[src/design/crc_scratch_pkg.sv]
// Purpose: constants shared by the section 3 scratch and check register bank
// Assumes: 16-bit register words, 8-bit register addresses from the serial port
// Notes: all offsets, reset values and field positions live here
package crc_scratch_pkg;
   localparam int ADDR_W = 8;
   localparam int DATA_W = 16;
   localparam logic [7:0] OFS_SCRATCH_A = 8'hE1;
   localparam logic [7:0] OFS_SCRATCH_B = 8'hE2;
   localparam logic [7:0] OFS_SCRATCH_C = 8'hE3;
   localparam logic [7:0] OFS_CHECK = 8'hFE;
   localparam logic [15:0] RST_SCRATCH_A = 16'h0000;
   localparam logic [15:0] RST_SCRATCH_B = 16'h0000;
   localparam logic [15:0] RST_SCRATCH_C = 16'h0000;
   localparam logic [15:0] RST_CHECK = 16'h0000;
   // writable-bit masks; zero bits are reserved and read as zero
   localparam logic [15:0] MASK_SCRATCH_A = 16'hFFFF;
   localparam logic [15:0] MASK_SCRATCH_B = 16'hFF00;
   localparam logic [15:0] MASK_SCRATCH_C = 16'hFFFF;
   localparam logic [15:0] MASK_CHECK = 16'hFFFF;
   localparam int NUM_REGS = 4;
   typedef enum logic [1:0] {REG_A, REG_B, REG_C, REG_CHK} reg_sel_t;
endpackage

[src/design/reg_access_if.sv]
`timescale 1ns/1ps
// Purpose: carries one register access from the serial front end to storage
// Assumes: single clock, write strobe one cycle wide
// Notes: read data is combinational from storage
interface reg_access_if;
   import crc_scratch_pkg::*;
   logic wr_stb;
   logic [ADDR_W-1:0] addr;
   logic [DATA_W-1:0] wdata;
   logic [DATA_W-1:0] rdata;
   modport master (output wr_stb, output addr, output wdata, input rdata);
   modport slave (input wr_stb, input addr, input wdata, output rdata);
endinterface

[src/design/scratch_store.sv]
`timescale 1ns/1ps
// Purpose: the four sixteen-bit registers with reserved-bit masking
// Assumes: addr decoded here, unmapped addresses read zero
// Notes: check word feeds the section 3 check; all four words also read back
module scratch_store
   import crc_scratch_pkg::*;
(
   // clock and reset
   input wire logic clk_sys,
   input wire logic nrst,
   // access
   reg_access_if.slave acc,
   // contents for the integrity check
   output logic [DATA_W-1:0] check_value
);
   localparam logic [7:0] OFS [NUM_REGS] = '{OFS_SCRATCH_A, OFS_SCRATCH_B, OFS_SCRATCH_C,
                                             OFS_CHECK};
   localparam logic [15:0] RST [NUM_REGS] = '{RST_SCRATCH_A, RST_SCRATCH_B, RST_SCRATCH_C,
                                             RST_CHECK};
   localparam logic [15:0] MSK [NUM_REGS] = '{MASK_SCRATCH_A, MASK_SCRATCH_B, MASK_SCRATCH_C,
                                             MASK_CHECK};
   logic [DATA_W-1:0] store [NUM_REGS];
   logic [DATA_W-1:0] hit_data [NUM_REGS];

   genvar i;
   generate
      for (i = 0; i < NUM_REGS; i++) begin : g_reg
         always_ff @(posedge clk_sys or negedge nrst) begin
            if (!nrst) begin
               store[i] <= RST[i];
            end else if (acc.wr_stb && acc.addr == OFS[i]) begin
               // reserved positions stay at zero whatever is written
               store[i] <= acc.wdata & MSK[i];
            end
         end
         assign hit_data[i] = (acc.addr == OFS[i]) ? (store[i] & MSK[i]) : 16'h0000;
      end
   endgenerate

   always_comb begin
      acc.rdata = 16'h0000;
      for (int k = 0; k < NUM_REGS; k++) begin
         acc.rdata = acc.rdata | hit_data[k];
      end
   end

   assign check_value = store[REG_CHK];
endmodule // scratch_store

[src/design/crc_scratch_register_bank.sv]
`timescale 1ns/1ps
// Purpose: serial-port register bank tail: three scratch words and check value
// Assumes: serial pins synchronous to clk_sys, mode 0, MSB first, 32-bit frames
// Notes: frame = rw bit, 7 pad bits, 8 address bits, 16 data bits; pin reset ANDs in
module crc_scratch_register_bank
   import crc_scratch_pkg::*;
(
   // clock and reset
   input wire logic clk_sys,
   input wire logic nrst,
   input wire logic hw_reset_pin_n,
   // serial port
   input wire logic cs_n,
   input wire logic sclk,
   input wire logic sdi,
   output logic sdo,
   // converter result events
   input wire logic conv_done_a,
   input wire logic conv_done_b,
   input wire logic result_read,
   output logic data_ready_pin_n,
   // stored check value
   output logic [DATA_W-1:0] section3_expected_check
);
   typedef enum logic [1:0] {IDLE, ADDR, DATA} phase_t;
   // address complete after 16 rises; counter wraps to zero after the 32nd rise
   localparam logic [4:0] ADDR_END = 5'd16;
   localparam logic [4:0] LAST_BIT = 5'd31;

   logic rst_n;
   phase_t phase;
   logic sclk_q;
   logic [4:0] bit_cnt;
   logic [7:0] cmd_sh;
   logic [15:0] data_sh;
   logic [15:0] out_sh;
   logic is_read;
   logic rise;
   logic fall;
   logic ready;

   reg_access_if acc ();

   // pin reset reaches every flop, same as power-on
   assign rst_n = nrst & hw_reset_pin_n;
   assign rise = sclk & ~sclk_q & ~cs_n;
   assign fall = ~sclk & sclk_q & ~cs_n;

   always_ff @(posedge clk_sys or negedge rst_n) begin
      if (!rst_n) begin
         sclk_q <= 1'b0;
      end else begin
         sclk_q <= sclk;
      end
   end

   // frame phase; chip select high always aborts, so host must release it
   always_ff @(posedge clk_sys or negedge rst_n) begin
      if (!rst_n) begin
         phase <= IDLE;
         bit_cnt <= 5'd0;
      end else if (cs_n) begin
         phase <= IDLE;
         bit_cnt <= 5'd0;
      end else if (rise) begin
         bit_cnt <= bit_cnt + 5'd1;
         case (phase)
            IDLE: phase <= ADDR;
            ADDR: phase <= (bit_cnt == ADDR_END - 5'd1) ? DATA : ADDR;
            DATA: phase <= (bit_cnt == LAST_BIT) ? IDLE : DATA;
            default: phase <= IDLE;
         endcase
      end
   end

   always_ff @(posedge clk_sys or negedge rst_n) begin
      if (!rst_n) begin
         cmd_sh <= 8'h00;
         data_sh <= 16'h0000;
         is_read <= 1'b0;
      end else if (rise) begin
         if (bit_cnt < ADDR_END) begin
            cmd_sh <= {cmd_sh[6:0], sdi};
            if (bit_cnt == 5'd0) begin
               is_read <= sdi;
            end
         end else begin
            data_sh <= {data_sh[14:0], sdi};
         end
      end
   end

   // second byte carries the address; first byte bit7 = read
   always_comb begin
      acc.wr_stb = 1'b0;
      acc.addr = (bit_cnt == ADDR_END - 5'd1) ? {cmd_sh[6:0], sdi} : cmd_sh;
      acc.wdata = {data_sh[14:0], sdi};
      if (rise && bit_cnt == LAST_BIT && !is_read) begin
         acc.wr_stb = 1'b1;
         acc.addr = cmd_sh;
      end
   end

   // read data loaded when address byte completes, shifted on falling edge
   always_ff @(posedge clk_sys or negedge rst_n) begin
      if (!rst_n) begin
         out_sh <= 16'h0000;
         sdo <= 1'b0;
      end else if (rise && bit_cnt == ADDR_END - 5'd1) begin
         out_sh <= acc.rdata;
      end else if (fall && phase == DATA) begin
         sdo <= out_sh[15];
         out_sh <= {out_sh[14:0], 1'b0};
      end
   end

   scratch_store u_store (
      .clk_sys(clk_sys),
      .nrst(rst_n),
      .acc(acc.slave),
      .check_value(section3_expected_check)
   );

   // either converter finishing raises ready; reading results drops it unless a converter also finishes that cycle
   always_ff @(posedge clk_sys or negedge rst_n) begin
      if (!rst_n) begin
         ready <= 1'b0;
      end else if (conv_done_a || conv_done_b) begin
         ready <= 1'b1;
      end else if (result_read) begin
         ready <= 1'b0;
      end
   end

   assign data_ready_pin_n = ~ready;
endmodule // crc_scratch_register_bank

[config.mk]
export PLATFORM = sky130hd
export DESIGN_NAME = crc_scratch_register_bank
export DESIGN_NICKNAME = d
export VERILOG_FILES = /design/src/design/crc_scratch_pkg.sv /design/src/design/reg_access_if.sv /design/src/design/scratch_store.sv /design/src/design/crc_scratch_register_bank.sv
export SDC_FILE = /design/constraint.sdc
export NUM_CORES = 1
export LEC_CHECK = 0
export BUFFER_PORTS_ARGS = -buffer_cell sky130_fd_sc_hd__buf_2
export CORE_ASPECT_RATIO = 1.2
export CORE_MARGIN = 3
export CORE_UTILIZATION = 60
export CTS_BUF_LIST = sky130_fd_sc_hd__clkbuf_8
export DETAILED_ROUTE_END_ITERATION = 8
export PLACE_DENSITY = 0.81
export SYNTH_ARGS = -nofsm -noshare
export SYNTH_HDL_FRONTEND = slang
export SYNTH_HIERARCHICAL = 1
export SYNTH_SLANG_ARGS = --single-unit
[constraint.sdc]
create_clock -name clk_sys -period 12.1 [get_ports clk_sys]
set_input_delay 2.42 -clock clk_sys [delete_from_list [all_inputs] [get_ports clk_sys]]
set_output_delay 2.42 -clock clk_sys [all_outputs]
set_load 0.05 [all_outputs]
# After elaboration in Yosys (flattened, before gate mapping)
# Cells that the tools add are included.
# word_totals
reg_bits	106
in_bits	9
# classes
addsub	1
magnitude_cmp	1
eq_ne	8
muxes	18
bitwise_logic	14
reduce_logical	19
# ops
operator	count
16-bit two-way mux	6
16-bit bitwise OR	3
8-bit == test, second input constant	4
8-bit two-way mux	2
5-bit two-way mux	2
1-bit logical AND	8
2-bit two-way mux	4
1-bit inverter	6
2-bit case mux with 3 select lines	1
2-bit AND reduction	3
2-bit nonzero test	3
5-bit by 1-bit adder with 5-bit output, second input constant	1
1-bit bitwise AND	5
5-bit by 4-bit == test with 1-bit output, second input constant	1
5-bit == test, second input constant	1
5-bit zero test	1
5-bit less-than comparator, second input constant	1
1-bit two-way mux	3
3-bit AND reduction	1
2-bit by 1-bit == test with 1-bit output, second input constant	1
2-bit == test, second input constant	1
2-bit zero test	1
1-bit zero test	1
1-bit logical OR	1

# Depth between registers and ports, before layout
# Gate-level depths: netlist of the first run.
# logic_depth
word_depth	12
depth_mapped	13
mapped_depth_nobuf	11

# Modules after synthesis
# The synthesis of the first run kept the hierarchy.
# by_module_without_submodules
mod	instances	cells_per_inst	area_per_inst_um2	seq_area_each_um2
scratch_store	1	203	2775.2	1401.3
crc_scratch_register_bank	1	168	2259.7	1251.2

# Worst setup path after synthesis of the first run
# Ideal clock, no wire load.
# synth_timing
path_kind	in2reg
start	input cs_n
end	register u_store/store[21] (netlist bit)
setup_time_ns	0.125
t_arrival_ns	4.793
required_time_ns	11.975
slack_ns	7.183
cell_stages	7
cell_sequence	buf_6 -> o31ai_4 -> mux2_2 -> or4b_1 -> nor3_4 -> buf_4 -> mux2_2
# synth_via
elab_chain_len	7
elab_cells_between_ends	8
# synth_rtl
element	line_no	rtl
start: declaration	crc_scratch_register_bank.sv:13	input wire logic cs_n,
1-bit inverter	crc_scratch_register_bank.sv:46	assign rise = sclk & ~sclk_q & ~cs_n;
1-bit bitwise AND	crc_scratch_register_bank.sv:46	
1-bit logical AND (2 in series)	crc_scratch_register_bank.sv:98	if (rise && bit_cnt == LAST_BIT && !is_read) begin
8-bit two-way mux	crc_scratch_register_bank.sv:98	
via acc.addr[4]	reg_access_if.sv:8	logic [ADDR_W-1:0] addr;
8-bit == test	scratch_store.sv:31	end else if (acc.wr_stb && acc.addr == OFS[i]) begin
1-bit logical AND	scratch_store.sv:31	
end signal: indexed assignment	scratch_store.sv:30	store[i] <= RST[i];
end signal: indexed assignment	scratch_store.sv:33	store[i] <= acc.wdata & MSK[i];
end: declaration	scratch_store.sv:22	logic [DATA_W-1:0] store [NUM_REGS];
# The timed path passes the listed nets, and every way through them passes these cells.
# A chain may end at the register's enable or synchronous reset.

# Final worst setup path of the first run
# layout_timing
start	input sclk
end	register u_store.store (netlist bit u_store/check_value[12])
# layout_via
elab_chain_len	7
elab_cells_between_ends	8
# layout_rtl
element	line_no	rtl
start: declaration	crc_scratch_register_bank.sv:14	input wire logic sclk,
1-bit bitwise AND (2 in series)	crc_scratch_register_bank.sv:46	
1-bit logical AND (2 in series)	crc_scratch_register_bank.sv:98	
8-bit two-way mux	crc_scratch_register_bank.sv:98	
via acc.addr[6]	reg_access_if.sv:8	
8-bit == test	scratch_store.sv:31	
1-bit logical AND	scratch_store.sv:31	
# The timed path passes the listed nets, and every way through them passes these cells.

==> results.md, run 1 <==
- Ant diodes: 0
- Clock Skew: 0.0130 ns
- HP Class: reg2reg
- Worst setup margin: 6.84 ns
- Port Buffers: 26
- Cts hold-fix bufs: 0
- Pre-antenna DRT Iters: 4
- Routed vias: 2953
- Detailed-route wire length per cell: 18.5 µm
- Unique masters post-synth: 45
- Async set-or-reset flop fraction in the synthesized netlist: 1.00
- Status: finished clean
- Pwr dens: 129 mW/mm²
- Initial core utilization: 0.635
- First-pass GRT wire length: 15200 µm
- Clock sinks: 106
- Share of the synthesized area in the top cell type: 0.527
- Die Y: 106 µm
- Area of the die: 0.00953 mm²
- CTS resizes: 0
- # DRC: 0
- Simple-gate share of the synthesized area: 0.100
- Area Overhead vs Synth: 5.67%
- Post-synthesis adder-cell area fraction: 0.00994
- Worst slew pin tran: 1.20 ns
- Number of buffers created by CTS: 9
- H-tree depth: 3
- Nets: 389
- Syn Std Cell Area: 0.00503 mm²
- Pre-CTS setup slack: 6.50 ns
- Clock slew at reported path FFs: 0.10 ns
- Fin crit share: 0.435
- XOR/XNOR Fraction of Synth Area: 0.00348
- Synth Area in Compound Gates: 0.0870
- CP startpoint kind: input pin
- Crit path arrival time: 5.51 ns
- Largest cells by area after synthesis: dfrtp_1 (53%), mux2_2 (18%), a221o_1 (4.6%)
- Most frequent cell after synthesis: dfrtp_1
- Row Count: 35
- Area of the core: 0.00793 mm²
- CTS Root Cell: clkbuf_8
- # setup viols final: 0
- Total track usage: 0.208
- TritonCTS clock tree: yes
- Max IR drop VDD: 82.8 µV
- Avg Cell Area, Syn: 13.6 µm²
- Max-slew violations: 0
- Seq/Total Area, Yosys: 0.527
- Grt ovf: 0
- Crit Path Max Fanout: 16
- Setup CP Type: in2reg
- Leak: 2.55 nW
- Tmin final: 5.26 ns
- Post-synth EDFFs: 0
- Final hold vios: 0
- Largest net degree at the start of global routing: 78
- Worst-Skew Late Latency: 0.37 ns
- YS warnings: 6
- Main combinational cell family by area after synthesis: multiplexers
- Main synth FF type: dfrtp_1
- Number of global-route vias before repair: 3076
- Post-CTS setup buffer count: 0
- Mapped Cells: 371
- Worst slew margin: 0.195
- Multiplexer area fraction after synthesis: 0.223
- Initial drt markers: 156
- Syn Nets: 384
- Die W: 89.6 µm
- Hold_ws: 0.495 ns
- Synth cell count leaders: dfrtp_1 (106), mux2_2 (80), a221o_1 (23)
- DP HPWL: 6010 µm
- GPL Wtd Cong: 0.772
- Avg Vias per Cell: 6.01
- FMAX: 190 MHz
- Critical Path RT: 12.35 ns
- Clock Tree Buf Depth: 2
- Setup TNS: 0 ns
- Max-cap violation count: 0
- Layout cells sized above 1: 0.382
- Initial antenna violation count: 0
- I/O pin count: 27
- Synth area leader: dfrtp_1
- Routed Antenna Nets: 0
- CP Capture Type: register
- Post-Route WL: 9090 µm
- Flops & latches, synth: 106
- RSZ-0062 raised after global routing: no
[per-stage QoR]
stage	std cells	power, mW	instance area (µm²)	util
after detailed placement	476	0.462	5110	0.645
after CTS	491	0.691	5320	0.671
after global routing	491	0.713	5320	0.671
after floorplan	371	0.449	5030	-
final	491	0.684	5320	0.671
after global placement	476	0.457	5110	0.645
[final cells by class]
class / count / area [µm²]
Fill cell: 561 / 2610
Clock inverter: 6 / 83.8
Sequential cell: 106 / 2650
Clock buffer: 9 / 124
Inverter: 5 / 18.8
Tap cell: 111 / 139
Timing Repair Buffer: 29 / 153
Multi-Input combinational cell: 225 / 2150
[placed cells by master (no fill, tap or decap), types with 2 or more instances in the layout]
cell type and count:
bufinv_16 2, buf_2 26, o2bb2ai_1 8, inv_1 6, clkinvlp_4 2, mux2i_1 9
and2_1 15, nor2_1 7, clkbuf_8 9, dfrtp_1 106, buf_4 3, and3_1 3
a21oi_1 4, mux2_2 80, nand3b_1 17, nand3_1 4, or3_1 3, nor3_2 2
mux2_4 8, ha_1 4, a211oi_1 8, nand2_1 5, a221o_1 23, o21ai_0 3
[critical path: stages]
cell and delay [ns]:
buf_2 0.15, nand2b_4 0.13, o31ai_4 0.45, mux2_2 0.26, nand3_1 0.46, nor4_4 1.18, mux2_2 0.44
[where the power goes]
part | internal (mW) | switching (mW)
sequential | 0.367 | 0.0118
combinational | 0.0320 | 0.0446
clock | 0.114 | 0.114
total | 0.514 | 0.171
[path summary, 6_finish.rpt]
kind / slack [ns] / depth (start not counted) / start / to
hold reg to reg: 0.50 / 1 / is_read / is_read
setup / recovery: 6.84 / 7 / sclk / u_store/check_value[12]
min in group asynchronous: 2.08 / 2 / hw_reset_pin_n / ready
hold / removal: 0.50 / 1 / is_read / is_read
setup reg to reg: 8.16 / 9 / bit_cnt[1] / u_store/check_value[12]
max in group asynchronous: 8.73 / 3 / nrst / u_store/store[31]
[registers in the layout, summed over array words and instances (netlist names)]
| register | count |
|---|---|
| out_sh | 16 |
| data_sh | 15 |
| sdo | 1 |
| cmd_sh | 8 |
| u_store/store | 40 |
| is_read | 1 |
| sclk_q | 1 |
| u_store/check_value | 16 |
| phase | 2 |
| bit_cnt | 5 |
| ready | 1 |
[layer usage]
layer	track usage	vias up	routed length (µm)
met3	0.0349	14	291
met4	0.0787	0	154
met5	0	-	0
met2	0.339	48	4590
met1	0.275	1520	4050
li1	-	1371	-
[kinds of logic (layout without fill, tap and decap cells)]
family,Yosys count,after routing
simple gates,72,72
fa+ha+maj,4,4
mux,98,98
flops,106,106
xor+xnor,2,2
compound gates,49,49
buf+inv,40,49
No activity file was read; power rests on OpenSTA's default activity.
==> inputs of run 2 (changes only) <==
--- a/config.mk
+++ b/config.mk
@@ -5,13 +5,14 @@
 export SDC_FILE = /design/constraint.sdc
 export NUM_CORES = 1
 export LEC_CHECK = 0
+export ABC_AREA = 1
 export BUFFER_PORTS_ARGS = -buffer_cell sky130_fd_sc_hd__buf_2
 export CORE_ASPECT_RATIO = 1.2
 export CORE_MARGIN = 3
-export CORE_UTILIZATION = 60
+export CORE_UTILIZATION = 58
 export CTS_BUF_LIST = sky130_fd_sc_hd__clkbuf_8
 export DETAILED_ROUTE_END_ITERATION = 8
-export PLACE_DENSITY = 0.81
+export PLACE_DENSITY = 0.82
 export SYNTH_ARGS = -nofsm -noshare
 export SYNTH_HDL_FRONTEND = slang
 export SYNTH_HIERARCHICAL = 1
==> constraint.sdc (replaced) <==
create_clock -name clk_sys -period 4.8 [get_ports clk_sys]
set_input_delay 0.96 -clock clk_sys [delete_from_list [all_inputs] [get_ports clk_sys]]
set_output_delay 0.96 -clock clk_sys [all_outputs]
set_load 0.05 [all_outputs]
==> run 2 against run 1 <==
Compared with the run above: combinational power is 120% higher; die area increased by 13%; largest cell class unchanged; global-route usage up 0.75 points; count of clock-buffer cells in the layout grew 1; largest power group unchanged; via count increased by 38%; design area is 5.9% higher; sequential power is 140% higher.
==> results.md, run 2 <==
- Multiplexer area fraction after synthesis: 0 (was 0.223)
- Initial antenna violation count: 0 (unchanged)
- Most frequent cell after synthesis: nand2_1 (was dfrtp_1)
- Sequential cell area: 0.00265 mm² (unchanged)
- YS warnings: 6 (unchanged)
- Area of the die: 0.0107 mm² (was 0.00953 mm²)
- Sw Ratio: 0.273 (was 0.249)
- Leak: 2.78 nW (was 2.55 nW)
- Worst-Skew Late Latency: 0.37 ns (about the same)
- Syn Std Cell Area: 0.00552 mm² (was 0.00503 mm²)
- Die W: 95.1 µm (was 89.6 µm)
- Largest net degree at the start of global routing: 71 (was 78)
- Routed Antenna Nets: 0 (unchanged)
- H-tree depth: 3 (unchanged)
- Number of global-route vias before repair: 3919 (was 3076)
- Max-slew violations: 0 (unchanged)
- Simple-gate share of the synthesized area: 0.292 (was 0.100)
- Net Sw Power: 431 µW (was 171 µW)
- Largest cells by area after synthesis: dfrtp_1 (48%), nand2_1 (11%), nand3_1 (11%) (was dfrtp_1 (53%), mux2_2 (18%), a221o_1 (4.6%))
- Post-CTS setup buffer count: 0 (unchanged)
- Mapped Cells: 634 (was 371)
- Fin crit share: 0.717
- Tmin final: 3.44 ns
- Post-Route WL: 10400 µm (was 9090 µm)
- Unique masters post-synth: 29 (was 45)
- Clock Skew: 0.0108 ns (was 0.0130 ns)
- Pwr dens: 280 mW/mm² (was 129 mW/mm²)
- CP startpoint kind: input pin (unchanged)
- Worst path slowest cell: nand3_4 (was nor4_4)
- Status: finished clean (unchanged)
- RSZ-0062 raised after global routing: no (unchanged)
- Main synth FF type: dfrtp_1 (unchanged)
- Hold_ws: 0.488 ns (was 0.495 ns)
- Synth cell count leaders: nand2_1 (169), nand3_1 (122), dfrtp_1 (106) (was dfrtp_1 (106), mux2_2 (80), a221o_1 (23))
- CTS resizes: 0 (unchanged)
- Nets: 639 (was 389)
- Post-synth EDFFs: 0 (unchanged)
- Crit path arrival time: 3.69 ns (was 5.51 ns)
- Detailed-route wire length per cell: 13.8 µm (was 18.5 µm)
- Most frequent cells in the layout: nand2_1 (169), nand3_1 (122), dfrtp_1 (106) (was dfrtp_1 (106), mux2_2 (80), buf_2 (26))
- XOR/XNOR Fraction of Synth Area: 0.00159 (was 0.00348)
- Seq/Total Area, Yosys: 0.481 (was 0.527)
- Initial core utilization: 0.602 (was 0.635)
- CP cell instances: buf_2, inv_2, nand3_2, inv_2, nand2_2, o21ai_2, nand2_2, nor2_8, nand3_4, nand2_1, o21ai_2 (was buf_2, nand2b_4, o31ai_4, mux2_2, nand3_1, nor4_4, mux2_2)
- Sequential share of power: 0.584 (was 0.554)
- Ant diodes: 0 (unchanged)
- Area Overhead vs Synth: 2.04% (was 5.67%)
- FMAX: 291 MHz
- Crit Path Max Fanout: 36 (was 16)
- Main combinational cell family by area after synthesis: simple AND/OR/NAND/NOR gates (was multiplexers)
- Synth area leader: dfrtp_1 (unchanged)
- Number of buffers created by CTS: 9 (unchanged)
- Setup CP Type: in2reg (unchanged)
- # DRC: 0 (unchanged)
- Flops & latches, synth: 106 (unchanged)
- Post-synthesis adder-cell area fraction: 0.00907 (was 0.00994)
- Critical Path RT: 5.05 ns (was 12.35 ns)
- HP Class: reg2reg (unchanged)
- Area of the core: 0.00918 mm² (was 0.00793 mm²)
- Synth Area in Compound Gates: 0.114 (was 0.0870)
- Area occupied by multi-input gates: 0.00230 mm² (was 0.00215 mm²)
- Die Y: 113 µm (was 106 µm)
- DP HPWL: 7110 µm (was 6010 µm)
- Worst slew margin: 0.398 (was 0.195)
- Max-cap violation count: 0 (unchanged)
- Grt ovf: 0 (unchanged)
- GPL Wtd Cong: 0.798 (was 0.772)
- Async set-or-reset flop fraction in the synthesized netlist: 1.00 (unchanged)
- Routed vias: 4067 (was 2953)
- TritonCTS clock tree: yes (unchanged)
- Row Count: 38 (was 35)
- Worst slew pin tran: 0.899 ns (was 1.20 ns)
- Syn Nets: 647 (was 384)
- Avg Vias per Cell: 5.42 (was 6.01)
- Cts hold-fix bufs: 0 (unchanged)
- Layout cells sized above 1: 0.198 (was 0.382)
- CTS Root Cell: clkbuf_8 (unchanged)
- Clock sinks: 106 (unchanged)
- CP Capture Type: register (unchanged)
- First-pass GRT wire length: 18400 µm (was 15200 µm)
- CP max stage delay: 0.51 ns (was 1.18 ns)
- Max reg flops: 40 (unchanged)
- Total power: 1.58 mW (was 684 µW)
- Total track usage: 0.216 (was 0.208)
- Final hold vios: 0 (unchanged)
- Top reg by flops: u_store/store (unchanged)
- Clock share of power: 0.309 (was 0.334)
- Filler Cells Inserted: 777 (was 561)
- Commonest non-fill, non-tap cell in the layout: nand2_1 (was dfrtp_1)
- Pre-antenna DRT Iters: 7 (was 4)
- Port Buffers: 26 (unchanged)
- Max IR drop VDD: 159 µV (was 82.8 µV)
- # setup viols final: 0 (unchanged)
- Initial drt markers: 409 (was 156)
- Internal power: 1.15 mW (was 514 µW)
- I/O pin count: 27 (unchanged)
- Share of the synthesized area in the top cell type: 0.481 (was 0.527)
- Avg Cell Area, Syn: 8.71 µm² (was 13.6 µm²)
- Combinational power share: 0.107 (was 0.112)
- Setup TNS: 0 ns (unchanged)
- Clock Tree Buf Depth: 2 (unchanged)
- Clock slew at reported path FFs: 0.09 ns (was 0.10 ns)
## run 2: cell types whose count changed in the layout (fill, tap and decap cells not counted), moves of 9 or more
cell      change
a221o_1      -23
o21ai_1      +16
nand2_2      +11
inv_1        +48
o21ai_0      +19
o21ai_2      +48
mux2_2       -80
nand3b_1     -17
and2_1       -14
nand3_1     +118
mux2i_1       -9
nand2_1     +164
## run 2: routing by layer
metal	track usage	vias up	share of wire
li1	-	2028	-
met1	0.292	1948	0.44
met5	0	-	0
met3	0.0352	10	0.035
met2	0.355	81	0.51
met4	0.0683	0	0.013
## run 2: path summary, 6_finish.rpt
kind                                start                      to  slack [ns]  depth (start not counted)
max                                  cs_n       u_store/store[59]        1.36                         11
min reg2reg                           sdo                     sdo        0.49                          2
min                                   sdo                     sdo        0.49                          2
max in group asynchronous            nrst  u_store/check_value[2]        3.05                          4
max reg2reg                    bit_cnt[4]       u_store/store[59]        1.40                         10
min in group asynchronous  hw_reset_pin_n                   ready        0.78                          3
## run 2: cells by family (layout without fill, tap and decap cells)
logic type,count (synthesis),count (layout)
and+or+nand+nor,329,329
DFF,106,106
buffers and inverters,105,102
AOI/OAI and AO/OA,89,89
adders and majority gates,4,4
xor gates and xnor gates,1,1
## run 2: power groups by stage
stage          clock [mW]  combinational (mW)  sequential (mW)
4_1_cts             0.502               0.171            0.922
5_1_grt             0.540               0.191            0.925
3_3_place_gp            0               0.165            0.939
2_1_floorplan           0               0.141            0.937
3_5_place_dp            0               0.170            0.940
6_report            0.488               0.169            0.922
## run 2: critical path, delay by kind of cell
family / cells / cell delay, ns
AND/OR/NAND/NOR: 6 / 1.86
buffers and inverters: 3 / 0.55
AO/OA/AOI/OAI: 2 / 0.28
## run 2: metrics by stage
stage | util | std cells | instance area [µm²] | worst slack [ns]
2_1_floorplan | - | 634 | 5520 | 1.01
3_5_place_dp | 0.595 | 735 | 5460 | 1.00
6_report | 0.614 | 751 | 5630 | 1.36
3_3_place_gp | 0.595 | 735 | 5460 | 1.11
5_1_grt | 0.614 | 751 | 5630 | 1.05
4_1_cts | 0.614 | 751 | 5630 | 1.39
## run 2: cell type report
| type | instances | area share |
|---|---|---|
| Timing Repair Buffer | 27 | 0.0244 |
| Multi-Input combinational cell | 423 | 0.408 |
| Clock buffer | 10 | 0.0244 |
| Tap cell | 120 | 0.0267 |
| Clock inverter | 6 | 0.00578 |
| Sequential cell | 106 | 0.471 |
| Inverter | 59 | 0.0398 |
